**src/rtl/dtc_pkg.sv**
```systemverilog
// constants shared by the dual timer and capture unit
package dtc_pkg;

   // ************************************************
   // register word offsets (byte addresses)
   // ************************************************
   localparam logic [7:0] OFS_PRESCALER = 8'h00;
   localparam logic [7:0] OFS_CLOCK_SEL = 8'h04;
   localparam logic [7:0] OFS_COUNTER_ONE = 8'h08;
   localparam logic [7:0] OFS_COUNTER_TWO = 8'h0c;
   localparam logic [7:0] OFS_RELOAD_A = 8'h10;
   localparam logic [7:0] OFS_RELOAD_B = 8'h14;
   localparam logic [7:0] OFS_MODE_CTRL = 8'h18;
   localparam logic [7:0] OFS_IRQ_CTRL = 8'h1c;
   localparam logic [7:0] OFS_IRQ_CLEAR = 8'h20;

   // ************************************************
   // field positions
   // ************************************************
   localparam int CKC_C1_LSB = 0;
   localparam int CKC_C2_LSB = 3;
   localparam int CTL_MODE_LSB = 0;
   localparam int CTL_A_EDGE = 2;
   localparam int CTL_B_EDGE = 3;
   localparam int CTL_A_EN = 4;
   localparam int CTL_B_EN = 5;
   localparam int CTL_A_OUT = 6;
   localparam int ICR_PEND_LSB = 0;
   localparam int ICR_IEN_LSB = 4;

   // ************************************************
   // reset values and encodings
   // ************************************************
   localparam logic [7:0] RST_BYTE = 8'h00;
   localparam logic [15:0] CNT_ALL_ONES = 16'hffff;
   localparam logic [15:0] CNT_ZERO = 16'h0000;
   localparam logic [4:0] PRE_ZERO = 5'h00;

   // mode field encodings
   localparam logic [1:0] MODE_PWM = 2'h0;
   localparam logic [1:0] MODE_DUAL_CAP = 2'h1;
   localparam logic [1:0] MODE_DUAL_TMR = 2'h2;
   localparam logic [1:0] MODE_CAP_TMR = 2'h3;

   // counter clock select encodings
   localparam logic [2:0] CSEL_STOP = 3'h0;
   localparam logic [2:0] CSEL_PRESCALED = 3'h1;
   localparam logic [2:0] CSEL_EXT_EVENT = 3'h2;
   localparam logic [2:0] CSEL_PULSE_ACC = 3'h3;
   localparam logic [2:0] CSEL_SLOW = 3'h4;

   // system interrupt line numbers per unit
   localparam logic [3:0] IRQ_U1_LINE_I = 4'hd;
   localparam logic [3:0] IRQ_U1_LINE_II = 4'hc;
   localparam logic [3:0] IRQ_U2_LINE_I = 4'hb;
   localparam logic [3:0] IRQ_U2_LINE_II = 4'ha;

endpackage

```
**src/rtl/dtc_timer_unit.sv**
```systemverilog
// dual 16-bit down-counter timer unit with capture, behind ahb-lite
// Notes on behaviour
// dual timer: counter one reloads from a
// modes 3/4: pin a toggles on underflow
// pin a rising toggle sets pending c
// dual timer: counter two reloads from b
// dual timer: counter two underflow sets d
// pin b usable as event/accumulate clock
// single capture: pin b edge captures two
// pin b edge polarity is programmable
// capture stores first, then presets all ones
// pin b enable adds preset to capture
// source holds pin b pulses one cycle
// capture sets b, underflow sets d
// capture modes: pin b clocks stop counters
// software keeps counter two clocked
// sources a-c on irq i, d on ii
// each source own enable and pending
// unit selects its interrupt line numbers
// dual capture: a/b captures, c/d underflows
// pwm: a/b reloads, d underflow
// dual timer: a reload a, d reload b
// dual capture: pin a captures, presets
// pin a start level from output bit
// two-bit field selects four modes
// pending cleared only via clear register
// output bit writable, software write wins
// three-bit clock select per counter
// irq line set while pending and enabled
`timescale 1ns/1ps
module dtc_timer_unit
   import dtc_pkg::*;
#(
   parameter bit UNIT_TWO = 1'b0
) (
   // clock and reset
   input wire logic i_clk_sys,
   input wire logic i_rst,
   // ahb-lite slave
   input wire logic i_hsel,
   input wire logic [31:0] i_haddr,
   input wire logic [1:0] i_htrans,
   input wire logic i_hwrite,
   input wire logic [2:0] i_hsize,
   input wire logic [31:0] i_hwdata,
   input wire logic i_hready,
   output logic [31:0] o_hrdata,
   output logic o_hreadyout,
   output logic o_hresp,
   // timer pins and slow clock
   input wire logic i_timer_pin_a,
   output logic o_timer_pin_a,
   output logic o_timer_pin_a_oe_n,
   input wire logic i_timer_pin_b,
   input wire logic i_slow_clk,
   // system interrupts
   output logic o_unit_interrupt_i,
   output logic o_unit_interrupt_ii,
   output logic [3:0] o_irq_line_i,
   output logic [3:0] o_irq_line_ii
);

   // ************************************************
   // pin synchronisers
   // ************************************************
   logic [2:0] sync1_reg, sync2_reg, prev_reg;
   wire [2:0] raw_in = {i_slow_clk, i_timer_pin_b, i_timer_pin_a};
   // two flops per input, third flop only for edge detection
   genvar g;
   generate
      for (g = 0; g < 3; g++) begin : g_sync
         always_ff @(posedge i_clk_sys or posedge i_rst) begin
            if (i_rst) begin
               sync1_reg[g] <= 1'b0;
               sync2_reg[g] <= 1'b0;
               prev_reg[g] <= 1'b0;
            end else begin
               sync1_reg[g] <= raw_in[g];
               sync2_reg[g] <= sync1_reg[g];
               prev_reg[g] <= sync2_reg[g];
            end
         end
      end
   endgenerate

   // ************************************************
   // registers
   // ************************************************
   logic [4:0] prescaler_reg, pre_cnt_reg;
   logic [7:0] clock_select_reg, mode_control_reg, irq_control_reg;
   logic [15:0] down_counter_one_reg, down_counter_two_reg;
   logic [15:0] reload_capture_a_reg, reload_capture_b_reg;
   logic pwm_from_b_reg, irq_i_reg, irq_ii_reg;
   logic dp_wr_reg, dp_rd_reg, rd_ready_reg;
   logic [7:0] dp_addr_reg;
   logic [31:0] hrdata_reg;
   // ************************************************
   // ahb-lite slave
   // ************************************************
   wire addr_phase = i_hsel & i_htrans[1] & i_hready;
   wire wr_prsc = dp_wr_reg & (dp_addr_reg == OFS_PRESCALER);
   wire wr_ckc = dp_wr_reg & (dp_addr_reg == OFS_CLOCK_SEL);
   wire wr_cnt1 = dp_wr_reg & (dp_addr_reg == OFS_COUNTER_ONE);
   wire wr_cnt2 = dp_wr_reg & (dp_addr_reg == OFS_COUNTER_TWO);
   wire wr_cra = dp_wr_reg & (dp_addr_reg == OFS_RELOAD_A);
   wire wr_crb = dp_wr_reg & (dp_addr_reg == OFS_RELOAD_B);
   wire wr_ctrl = dp_wr_reg & (dp_addr_reg == OFS_MODE_CTRL);
   wire wr_icr = dp_wr_reg & (dp_addr_reg == OFS_IRQ_CTRL);
   wire wr_iclr = dp_wr_reg & (dp_addr_reg == OFS_IRQ_CLEAR);

   // read mux, unmapped and write-only words read zero
   logic [31:0] rd_mux;
   always_comb begin
      if (dp_addr_reg == OFS_PRESCALER) begin
         rd_mux = {27'h0000000, prescaler_reg};
      end else if (dp_addr_reg == OFS_CLOCK_SEL) begin
         rd_mux = {24'h000000, clock_select_reg};
      end else if (dp_addr_reg == OFS_COUNTER_ONE) begin
         rd_mux = {16'h0000, down_counter_one_reg};
      end else if (dp_addr_reg == OFS_COUNTER_TWO) begin
         rd_mux = {16'h0000, down_counter_two_reg};
      end else if (dp_addr_reg == OFS_RELOAD_A) begin
         rd_mux = {16'h0000, reload_capture_a_reg};
      end else if (dp_addr_reg == OFS_RELOAD_B) begin
         rd_mux = {16'h0000, reload_capture_b_reg};
      end else if (dp_addr_reg == OFS_MODE_CTRL) begin
         rd_mux = {24'h000000, mode_control_reg};
      end else if (dp_addr_reg == OFS_IRQ_CTRL) begin
         rd_mux = {24'h000000, irq_control_reg};
      end else begin
         rd_mux = 32'h00000000;
      end
   end

   // reads take one wait state so they see the latest write
   always_ff @(posedge i_clk_sys or posedge i_rst) begin
      if (i_rst) begin
         dp_wr_reg <= 1'b0;
         dp_rd_reg <= 1'b0;
         rd_ready_reg <= 1'b0;
         dp_addr_reg <= 8'h00;
         hrdata_reg <= 32'h00000000;
      end else begin
         if (o_hreadyout) begin
            dp_wr_reg <= addr_phase & i_hwrite;
            dp_rd_reg <= addr_phase & ~i_hwrite;
            dp_addr_reg <= addr_phase ? i_haddr[7:0] : dp_addr_reg;
         end
         rd_ready_reg <= dp_rd_reg & ~rd_ready_reg;
         if (dp_rd_reg & ~rd_ready_reg) begin
            hrdata_reg <= rd_mux;
         end
      end
   end

   assign o_hreadyout = ~(dp_rd_reg & ~rd_ready_reg);
   assign o_hrdata = hrdata_reg;
   assign o_hresp = 1'b0;
   // ************************************************
   // field decode and clock sources
   // ************************************************
   wire [1:0] mode_field = mode_control_reg[CTL_MODE_LSB +: 2];
   wire [2:0] counter_one_clock_select = clock_select_reg[CKC_C1_LSB +: 3];
   wire [2:0] counter_two_clock_select = clock_select_reg[CKC_C2_LSB +: 3];
   wire pin_a_enable = mode_control_reg[CTL_A_EN];
   wire pin_b_enable = mode_control_reg[CTL_B_EN];
   wire pin_a_output_level = mode_control_reg[CTL_A_OUT];
   wire a_pol = mode_control_reg[CTL_A_EDGE];
   wire b_pol = mode_control_reg[CTL_B_EDGE];
   wire [3:0] pend = irq_control_reg[ICR_PEND_LSB +: 4];
   wire [3:0] ien = irq_control_reg[ICR_IEN_LSB +: 4];
   wire mode_pwm = (mode_field == MODE_PWM);
   wire mode_dcap = (mode_field == MODE_DUAL_CAP);
   wire mode_dtmr = (mode_field == MODE_DUAL_TMR);
   wire mode_ctmr = (mode_field == MODE_CAP_TMR);
   wire cap_mode = mode_field[0];
   wire pin_b_lvl = sync2_reg[1];
   // edges chosen by the polarity bits
   wire a_edge = a_pol ? (sync2_reg[0] & ~prev_reg[0])
      : (~sync2_reg[0] & prev_reg[0]);
   wire b_edge = b_pol ? (sync2_reg[1] & ~prev_reg[1])
      : (~sync2_reg[1] & prev_reg[1]);
   wire slow_rise = sync2_reg[2] & ~prev_reg[2];
   wire pre_tick = (pre_cnt_reg == prescaler_reg);

   // counter tick from its clock select; pin b sources die in capture
   function automatic logic tick_of(input logic [2:0] csel,
         input logic capm, input logic pre, input logic bedge,
         input logic bmatch, input logic slow);
      logic t;
      t = 1'b0;
      case (csel)
         CSEL_PRESCALED: t = pre;
         CSEL_EXT_EVENT: t = ~capm & bedge;
         CSEL_PULSE_ACC: t = ~capm & pre & bmatch;
         CSEL_SLOW: t = slow;
         default: t = 1'b0;
      endcase
      return t;
   endfunction

   wire b_match = (pin_b_lvl == b_pol);
   wire tick1 = tick_of(counter_one_clock_select, cap_mode, pre_tick,
      b_edge, b_match, slow_rise);
   wire tick2 = tick_of(counter_two_clock_select, cap_mode, pre_tick,
      b_edge, b_match, slow_rise);
   wire uf1 = tick1 & (down_counter_one_reg == CNT_ZERO);
   wire uf2 = tick2 & (down_counter_two_reg == CNT_ZERO);
   // pin a captures only in dual capture, pin b in both capture modes
   wire cap_a = mode_dcap & a_edge;
   wire cap_b = cap_mode & b_edge;
   wire toggle_a = pin_a_enable & uf1 & ~mode_dcap;
   wire rise_a = toggle_a & ~pin_a_output_level & mode_field[1];

   // ************************************************
   // counters
   // ************************************************
   logic [15:0] cnt1_next, cnt2_next;
   always_comb begin
      cnt1_next = down_counter_one_reg;
      if (wr_cnt1) begin
         cnt1_next = i_hwdata[15:0];
      end else if ((cap_a & pin_a_enable) | (mode_dcap & b_edge
            & pin_b_enable)) begin
         cnt1_next = CNT_ALL_ONES;
      end else if (uf1) begin
         if (mode_pwm) begin
            cnt1_next = pwm_from_b_reg ? reload_capture_b_reg
               : reload_capture_a_reg;
         end else if (mode_dcap) begin
            cnt1_next = CNT_ALL_ONES;
         end else begin
            cnt1_next = reload_capture_a_reg;
         end
      end else if (tick1) begin
         cnt1_next = down_counter_one_reg - 16'h0001;
      end
   end

   always_comb begin
      cnt2_next = down_counter_two_reg;
      if (wr_cnt2) begin
         cnt2_next = i_hwdata[15:0];
      end else if (mode_ctmr & cap_b & pin_b_enable) begin
         cnt2_next = CNT_ALL_ONES;
      end else if (uf2) begin
         cnt2_next = mode_dtmr ? reload_capture_b_reg : CNT_ALL_ONES;
      end else if (tick2) begin
         cnt2_next = down_counter_two_reg - 16'h0001;
      end
   end
   // capture takes the count before any preset of the same edge
   wire [15:0] cra_next = wr_cra ? i_hwdata[15:0]
      : cap_a ? down_counter_one_reg : reload_capture_a_reg;
   wire [15:0] crb_next = wr_crb ? i_hwdata[15:0]
      : (mode_dcap & b_edge) ? down_counter_one_reg
      : (mode_ctmr & b_edge) ? down_counter_two_reg
      : reload_capture_b_reg;

   // ************************************************
   // pending flags and interrupts
   // ************************************************
   wire set_a = (mode_pwm & uf1 & ~pwm_from_b_reg) | cap_a
      | (mode_field[1] & uf1);
   wire set_b = (mode_pwm & uf1 & pwm_from_b_reg) | cap_b;
   wire set_c = (mode_dcap & uf1) | rise_a;
   wire set_d = uf2;
   wire [3:0] hw_set = {set_d, set_c, set_b, set_a};
   wire [3:0] sw_set = wr_icr ? i_hwdata[3:0] : 4'h0;
   wire [3:0] sw_clr = wr_iclr ? i_hwdata[3:0] : 4'h0;
   // zero writes ignored, clears lose to a same-cycle event
   wire [3:0] pend_next = ((pend | sw_set) & ~sw_clr) | hw_set;
   wire [3:0] ien_next = wr_icr ? i_hwdata[7:4] : ien;
   // c also answers to enable a while pin a drives it
   wire irq_i_next = |(pend[2:0] & ien[2:0])
      | (mode_field[1] & pend[2] & ien[0]);
   wire irq_ii_next = pend[3] & ien[3];
   // pin a level: software write wins over a hardware toggle
   wire aout_next = wr_ctrl ? i_hwdata[CTL_A_OUT]
      : toggle_a ? ~pin_a_output_level : pin_a_output_level;
   wire [7:0] ctrl_next = wr_ctrl ? {1'b0, aout_next, i_hwdata[5:0]}
      : {1'b0, aout_next, mode_control_reg[5:0]};
   // alternation restarts from a whenever pwm stops
   wire pwm_b_next = (~mode_pwm | (counter_one_clock_select == CSEL_STOP))
      ? 1'b0 : (uf1 ? ~pwm_from_b_reg : pwm_from_b_reg);

   // control and status registers
   always_ff @(posedge i_clk_sys or posedge i_rst) begin
      if (i_rst) begin
         prescaler_reg <= PRE_ZERO;
         clock_select_reg <= RST_BYTE;
         mode_control_reg <= RST_BYTE;
         irq_control_reg <= RST_BYTE;
         pre_cnt_reg <= PRE_ZERO;
         pwm_from_b_reg <= 1'b0;
         irq_i_reg <= 1'b0;
         irq_ii_reg <= 1'b0;
      end else begin
         prescaler_reg <= wr_prsc ? i_hwdata[4:0] : prescaler_reg;
         clock_select_reg <= wr_ckc ? {2'h0, i_hwdata[5:0]}
            : clock_select_reg;
         mode_control_reg <= ctrl_next;
         irq_control_reg <= {ien_next, pend_next};
         pre_cnt_reg <= pre_tick ? PRE_ZERO : pre_cnt_reg + 5'h01;
         pwm_from_b_reg <= pwm_b_next;
         irq_i_reg <= irq_i_next;
         irq_ii_reg <= irq_ii_next;
      end
   end
   // count and capture words keep no reset value
   always_ff @(posedge i_clk_sys) begin
      down_counter_one_reg <= cnt1_next;
      down_counter_two_reg <= cnt2_next;
      reload_capture_a_reg <= cra_next;
      reload_capture_b_reg <= crb_next;
   end

   // ************************************************
   // outputs
   // ************************************************
   assign o_timer_pin_a = pin_a_output_level;
   assign o_timer_pin_a_oe_n = ~(pin_a_enable & ~mode_dcap);
   assign o_unit_interrupt_i = irq_i_reg;
   assign o_unit_interrupt_ii = irq_ii_reg;
   assign o_irq_line_i = UNIT_TWO ? IRQ_U2_LINE_I : IRQ_U1_LINE_I;
   assign o_irq_line_ii = UNIT_TWO ? IRQ_U2_LINE_II : IRQ_U1_LINE_II;

   // ************************************************
   // assertions
   // ************************************************
   chk_reload_a: assert property (@(posedge i_clk_sys) disable iff (i_rst)
      mode_dtmr & uf1 & ~wr_cnt1 & ~wr_ctrl |=>
      down_counter_one_reg == $past(reload_capture_a_reg))
      else $error("counter one did not reload from a");
   chk_toggle_a: assert property (@(posedge i_clk_sys) disable iff (i_rst)
      mode_field[1] & pin_a_enable & uf1 & ~wr_ctrl |=>
      o_timer_pin_a != $past(o_timer_pin_a))
      else $error("pin a did not toggle on underflow");
   chk_rise_c: assert property (@(posedge i_clk_sys) disable iff (i_rst)
      rise_a |=> pend[2])
      else $error("rising toggle did not set pending c");
   chk_reload_b: assert property (@(posedge i_clk_sys) disable iff (i_rst)
      mode_dtmr & uf2 & ~wr_cnt2 & ~wr_ctrl |=>
      down_counter_two_reg == $past(reload_capture_b_reg))
      else $error("counter two did not reload from b");
   chk_pend_d: assert property (@(posedge i_clk_sys) disable iff (i_rst)
      uf2 |=> pend[3] ##1 (irq_ii_reg == $past(ien[3])))
      else $error("underflow two did not set pending d");
   chk_capture_b: assert property (@(posedge i_clk_sys) disable iff (i_rst)
      mode_ctmr & b_edge & pin_b_enable & ~wr_crb & ~wr_cnt2 & ~wr_ctrl
      |=> reload_capture_b_reg == $past(down_counter_two_reg)
      && down_counter_two_reg == CNT_ALL_ONES)
      else $error("capture b did not store then preset");
   chk_stop_cap: assert property (@(posedge i_clk_sys) disable iff (i_rst)
      cap_mode & (counter_one_clock_select == CSEL_EXT_EVENT) & ~wr_cnt1
      & ~b_edge & ~cap_a & ~wr_ctrl |=> $stable(down_counter_one_reg))
      else $error("counter one ran on pin b in capture mode");
   chk_pend_sticky: assert property (@(posedge i_clk_sys) disable iff (i_rst)
      pend[0] & ~(wr_iclr & i_hwdata[0]) |=> pend[0])
      else $error("pending a lost without a clear");
   chk_irq_i_map: assert property (@(posedge i_clk_sys) disable iff (i_rst)
      (pend[0] & ien[0]) ##1 (pend[0] & ien[0])
      |-> irq_i_reg)
      else $error("interrupt i missing for pending a");

endmodule

```
**config.mk**
```make
export PLATFORM = sky130hd
export DESIGN_NAME = dtc_timer_unit
export DESIGN_NICKNAME = d
export VERILOG_FILES = /design/src/rtl/dtc_pkg.sv /design/src/rtl/dtc_timer_unit.sv
export SDC_FILE = /design/constraint.sdc
export NUM_CORES = 1
export LEC_CHECK = 0
export ABC_AREA = 1
export BUFFER_PORTS_ARGS = -buffer_cell sky130_fd_sc_hd__buf_2
export CAP_MARGIN = 25
export CORE_ASPECT_RATIO = 2
export CORE_MARGIN = 2
export CORE_UTILIZATION = 40
export CTS_BUF_LIST = sky130_fd_sc_hd__clkbuf_4
export DETAILED_ROUTE_END_ITERATION = 8
export PLACE_DENSITY = 0.71
export SYNTH_ARGS = -nofsm -noshare
export SYNTH_HDL_FRONTEND = slang
export SYNTH_SLANG_ARGS = --single-unit
```
**constraint.sdc**
```tcl
create_clock -name i_clk_sys -period 2.91 [get_ports i_clk_sys]
set_input_delay 0.582 -clock i_clk_sys [delete_from_list [all_inputs] [get_ports i_clk_sys]]
set_output_delay 0.582 -clock i_clk_sys [all_outputs]
set_load 0.05 [all_outputs]
```
==> impl_metrics.toml, run 1 <==
[floorplan]
dieWidth_um = 106
initial_core_util = 0.405
ios = 123
die_h_um = 207
dieArea_um2 = 21900
core_um2 = 20400
std_cell_rows = 74

[clock_tree]
clk_pin_slew_ps = 130
cts_made_buffers = 17
h-tree-depth = 4
clock-sinks = 134
root_buffer = "clkbuf_4"
cts_setup_buffers = 0
cts_hold_buf = 1
cts_tree = "built"
cts.path.max_buffers = 2
cts-resized-gates = 0
clock_latency_ps = 610

[power_and_ir_drop]
power.leakage_nw = 4.53
vdd_drop_max_uv = 191
p_per_area_nw_per_um2 = 479

[synthesis]
synth_most_common_cell = "nand2_1"
synth_top_area_share = 0.233
yosysTopAreaCell = "edfxtp_1"
synthTopCellsByCount = "292 x nand2_1, 141 x inv_1, 95 x o21ai_0"
synthTopCellsByArea = "edfxtp_1 23%, dfrtp_1 21%, nand2_1 13%"
avgSynthCellArea_um2 = 7.66
synth-seq-cells = 134
syn_area_um2 = 8250
synth_cells = 1077
seq_area_frac_synth = 0.445
yosysWarnings = 0
synth_edf_count = 64
async_flop_share = 0.522
ys_types = 49
ys.flop_type = "dfrtp_1"

[flow_run]
cap_viol_max_count = 0

[routing]
drt_wl_total_um = 28700
dr.pass1.iters = 5
vias = 7726
drt_iter0_markers = 713
drc = 0
avgRoutedWirePerCell_um = 20.2
vias_per_cell = 5.44
antenna_left = 0

[placement]
place_area_um2 = 8790
dp_slack_ps = 481
place_hpwl_um = 21200
io_buffers = 53
gp_congestion = 1.01
dp_cells = 1386

[grt]
grt_pass1_wl_um = 42900
grt_antenna_before_repair = 2
grt_pass1_vias = 7639
overflow = 0
track_usage = 0.265
grt_max_degree = 62

[timing]
slew_violations = 0
hold_violations = 0
final-setup-viol-count = 0
fmax_mhz = 379
period_minus_slack_ps = 2640
slew_headroom = 0.427
rsz0062_at_grt = "no"
tightest_slew_ps = 851
fin_ws_ps = 273
tns_ps = 0
skew_ps = 20.0
fin_crit_sh = 0.906

[final_layout]
layout.cells.non_filler = 1420
final_area_um2 = 9090
syn2layout_area_growth_pct = 10.2
layout-drive-gt1-share = 0.130
filler_cell_count = 2107
nets = 1220

[hold_path]
min_path_type = "in -> reg"
hold_depth = 1

[critical_path]
crit_fanout = 7
crit_arrival_ps = 2050
worstRegToRegCells = 11
setup.worst_path.end_class = "output pin"
critPathLaunchType = "flip-flop"
criticalPathCategory = "reg -> out"
cp.required_ps = 2330

[status]
status = "complete, no violations"
-- through the flow --
step                power (mW)  utilization  hold slack (ps)
floorplan                 2.83            -              331
CTS                       4.36        0.446             67.7
detailed placement        3.05        0.432              336
finish                    4.35        0.446             73.4
global placement          3.03        0.432              335
global route              4.52        0.446             64.9
-- worst max-delay path, stage by stage, from the launching register on --
cell	delay, ps
dfrtp_1	550
inv_1	180
nor2_1	280
nor2_1	70
inv_1	100
buf_2	270
-- where the power goes --
group | switching, mW | internal [mW]
Combinational | 0.618 | 0.192
Clock | 0.722 | 0.610
Sequential | 0.0953 | 2.11
Total | 1.43 | 2.92
-- cells in the final DEF, fill, tap and decap left out, types with 3 or more instances in the layout --
| cell | n |
|---|---|
| nand2_2 | 5 |
| nor2_4 | 3 |
| bufinv_16 | 3 |
| or2_2 | 3 |
| nand3_2 | 5 |
| buf_2 | 53 |
| o211ai_1 | 17 |
| nand3_1 | 85 |
| o22ai_1 | 17 |
| buf_4 | 26 |
| ha_1 | 3 |
| xnor2_1 | 4 |
| nor2_2 | 3 |
| inv_2 | 12 |
| inv_1 | 140 |
| nand4_1 | 16 |
| nor2_1 | 75 |
| dfrtp_1 | 70 |
| clkbuf_4 | 20 |
| nor3_1 | 15 |
| o21ai_0 | 95 |
| xor2_1 | 16 |
| conb_1 | 25 |
| nor3_4 | 3 |
| a21oi_1 | 37 |
| edfxtp_1 | 64 |
| a22oi_1 | 7 |
| nand2_1 | 292 |
| a2bb2oi_1 | 6 |
-- area by class of cell --
type	count	area, µm²	area share
Multi-Input combinational cell	756	3730	0.410
Sequential cell	134	3670	0.404
Inverter	149	559	0.0615
Timing Repair Buffer	82	510	0.0562
Tap cell	266	333	0.0366
Clock buffer	20	150	0.0165
Clock inverter	12	135	0.0149
Antenna cell	1	2.50	0.000275
-- cells by family (layout without fill, tap and decap cells) --
family / count (synthesis) / count (layout) / share of synthesized area
AO/OA/AOI/OAI: 190 / 190 / 0.132
XOR/XNOR: 20 / 20 / 0.0212
adder cells (fa/ha/maj): 3 / 3 / 0.00455
buffers and inverters: 210 / 263 / 0.113
flip-flops: 134 / 134 / 0.445
multiplexers: 2 / 2 / 0.00273
other: 2 / 26 / 0.000910
AND/OR/NAND/NOR: 516 / 516 / 0.280
-- per-layer routing --
layer	vias up	GRT usage	wire [µm]
met1	3543	0.247	9160
li1	3627	-	-
met5	-	0	13
met2	392	0.469	14600
met3	162	0.0472	1640
met4	2	0.256	3260
-- worst paths after layout --
kind | end | startpoint | slack [ps]
max | o_timer_pin_a_oe_n | mode_control_reg[0] | 270
min reg2reg | sync2_reg[2] | sync1_reg[2] | 360
max in group asynchronous | o_hrdata[14] | i_rst | 1850
min | sync1_reg[1] | i_timer_pin_b | 70
max reg2reg | down_counter_two_reg[0] | mode_control_reg[0] | 360
min in group asynchronous | sync1_reg[0] | i_rst | 440
(Power assumes the default switching activity.)
==> run 2, diff against run 1 <==
--- a/config.mk
+++ b/config.mk
@@ -14,6 +14,7 @@
 export CTS_BUF_LIST = sky130_fd_sc_hd__clkbuf_4
 export DETAILED_ROUTE_END_ITERATION = 8
 export PLACE_DENSITY = 0.71
+export RECOVER_POWER = 50
 export SYNTH_ARGS = -nofsm -noshare
 export SYNTH_HDL_FRONTEND = slang
 export SYNTH_SLANG_ARGS = --single-unit
==> constraint.sdc (replaced) <==
create_clock -name i_clk_sys -period 2.91 [get_ports i_clk_sys]
set_input_delay 0.582 -clock i_clk_sys [delete_from_list [all_inputs] [get_ports i_clk_sys]]
set_output_delay 0.582 -clock i_clk_sys [all_outputs]
set_load 0.02 [all_outputs]
==> run 2 against run 1 <==
  * First-iteration DRC count fell by 2.5%
  * Sequential share of layout area rose by 0.51 points
  * Routed wire length rose by 0.92%
  * Worst hold slack improved by 5.6 ps
==> impl_metrics.toml, run 2 (same netlist as run 1, synthesis figures left out) <==
[routing]
wl_met3_um = 1760
drt_iter0_markers = 695
top_layer = "met4"
antenna_left = 0
wl_met1_um = 9170
avgRoutedWirePerCell_um = 20.4
drt_wl_total_um = 28900
dr.pass1.iters = 7
drc = 0
vias_per_cell = 5.52
vias = 7828
route.met2.wl_um = 14700

[placement]
dp_slack_ps = 424
dp_cells = 1383
place_hpwl_um = 21400
io_buffers = 53
gp_congestion = 1.01

[clock_tree]
clock-sinks = 134
root_buffer = "clkbuf_4"
clock_latency_ps = 620
cts_tree = "built"
cts_setup_buffers = 0
cts.path.max_buffers = 2
clk_pin_slew_ps = 110
cts_made_buffers = 17
h-tree-depth = 4

[floorplan]
std_cell_rows = 74
die_h_um = 207
initial_core_util = 0.405
dieWidth_um = 106
dieArea_um2 = 21900
ios = 123
core_um2 = 20400

[timing]
slew_violations = 0
tightest_slew_ps = 1490
fin_crit_sh = 0.895
fin_ws_ps = 306
fmax_mhz = 384
final-setup-viol-count = 0
tns_ps = 0
rsz0062_at_grt = "no"
slew_headroom = 0.00994
period_minus_slack_ps = 2600
skew_ps = 35.5
hold_violations = 0

[critical_path]
setup.worst_path.end_class = "flip-flop"
path_cells = "inv_1 > nor3_1 > nand2_1 > clkbuf_1 > nor2_1 > nor3_1 > nand4_1 > nand2_1 > nand2_1"
criticalPathCategory = "reg -> reg"
crit_fanout = 12
cp_top_family = "simple AND/OR/NAND/NOR gates"
cp_common_cell = "nand2_1"
rrSetupSlack_ps = 310
worst-path-buf-inv = 2
slowest_stage = "nor3_1"
r2r_start = "dp_addr_reg[2]"
cp.required_ps = 3400
critPathLaunchType = "flip-flop"
crit_arrival_ps = 3100
max_stage_delay_ps = 650
crit_start = "dp_addr_reg[2]"

[power_and_ir_drop]
power.leakage_nw = 4.42
vdd_drop_max_uv = 274
p_per_area_nw_per_um2 = 459

[final_layout]
final_util = 0.441
layout.cells.non_filler = 1417
nets = 1217
syn2layout_area_growth_pct = 8.81
layout-drive-gt1-share = 0.103
final_cell_mix = "293 x nand2_1, 143 x inv_1, 95 x o21ai_0"
final_common_cell = "nand2_1"

[status]
status = "complete, no violations"

[grt]
grt_pass1_vias = 7529
overflow = 0
grt_antenna_before_repair = 1
grt_max_degree = 61
grt_pass1_wl_um = 43200
track_usage = 0.270

[hold_path]
min_from = "i_timer_pin_b"
min_path_type = "in -> reg"

[flow_run]
cap_viol_max_count = 0
run 2: cell types whose count changed in the layout (fill, tap and decap cells not counted), moves of 2 or more:
cell and delta:
clkbuf_1 +22, nand3_2 -2, buf_2 -19, inv_2 -5, buf_4 -6, nand3_1 +2
inv_1 +3
run 2: power breakdown:
group	leakage (nW)	switching, mW	internal [mW]
clock network	0.149	0.706	0.535
registers	1.35	0.0943	2.11
logic	2.92	0.497	0.177
run 2: stage by stage:
stage                     hold WS [ps]  cell area, µm²  total power, mW
final                             78.9            8980             4.12
after global routing              36.6            8980             4.31
after CTS                         47.1            9050             4.16
after detailed placement           336            8770             2.93
after global placement             334            8770             2.91
after floorplan                    331            8340             2.71
run 2: routing by layer:
| layer | up-vias | track usage |
|---|---|---|
| met3 | 153 | 0.0636 |
| met4 | 0 | 0.252 |
| li1 | 3614 | - |
| met1 | 3660 | 0.250 |
| met5 | - | 0 |
| met2 | 401 | 0.471 |
run 2: path summary, 6_finish.rpt:
kind | endpoint | cells past startpoint
max | o_hrdata[4] | 9
max reg2reg | o_hrdata[4] | 9
min in group asynchronous | sync1_reg[0] | 3
max in group asynchronous | o_hrdata[4] | 4
min reg2reg | sync2_reg[0] | 0
min | sync1_reg[1] | 1
run 2: area by class of cell:
cell class | instances | area (µm²)
fillers | 2112 | 11400
flip-flops and latches | 134 | 3670
repair buffers | 79 | 438
clock buffers | 21 | 158
inverters | 149 | 559
clock inverters | 11 | 108
multi-input cells | 756 | 3710
well taps | 266 | 333
diodes | 1 | 2.50
run 2: repair_timing:
action,CTS,global route
hold endpoints to repair,10,0
resized for setup,0,0
hold buffers,1,0
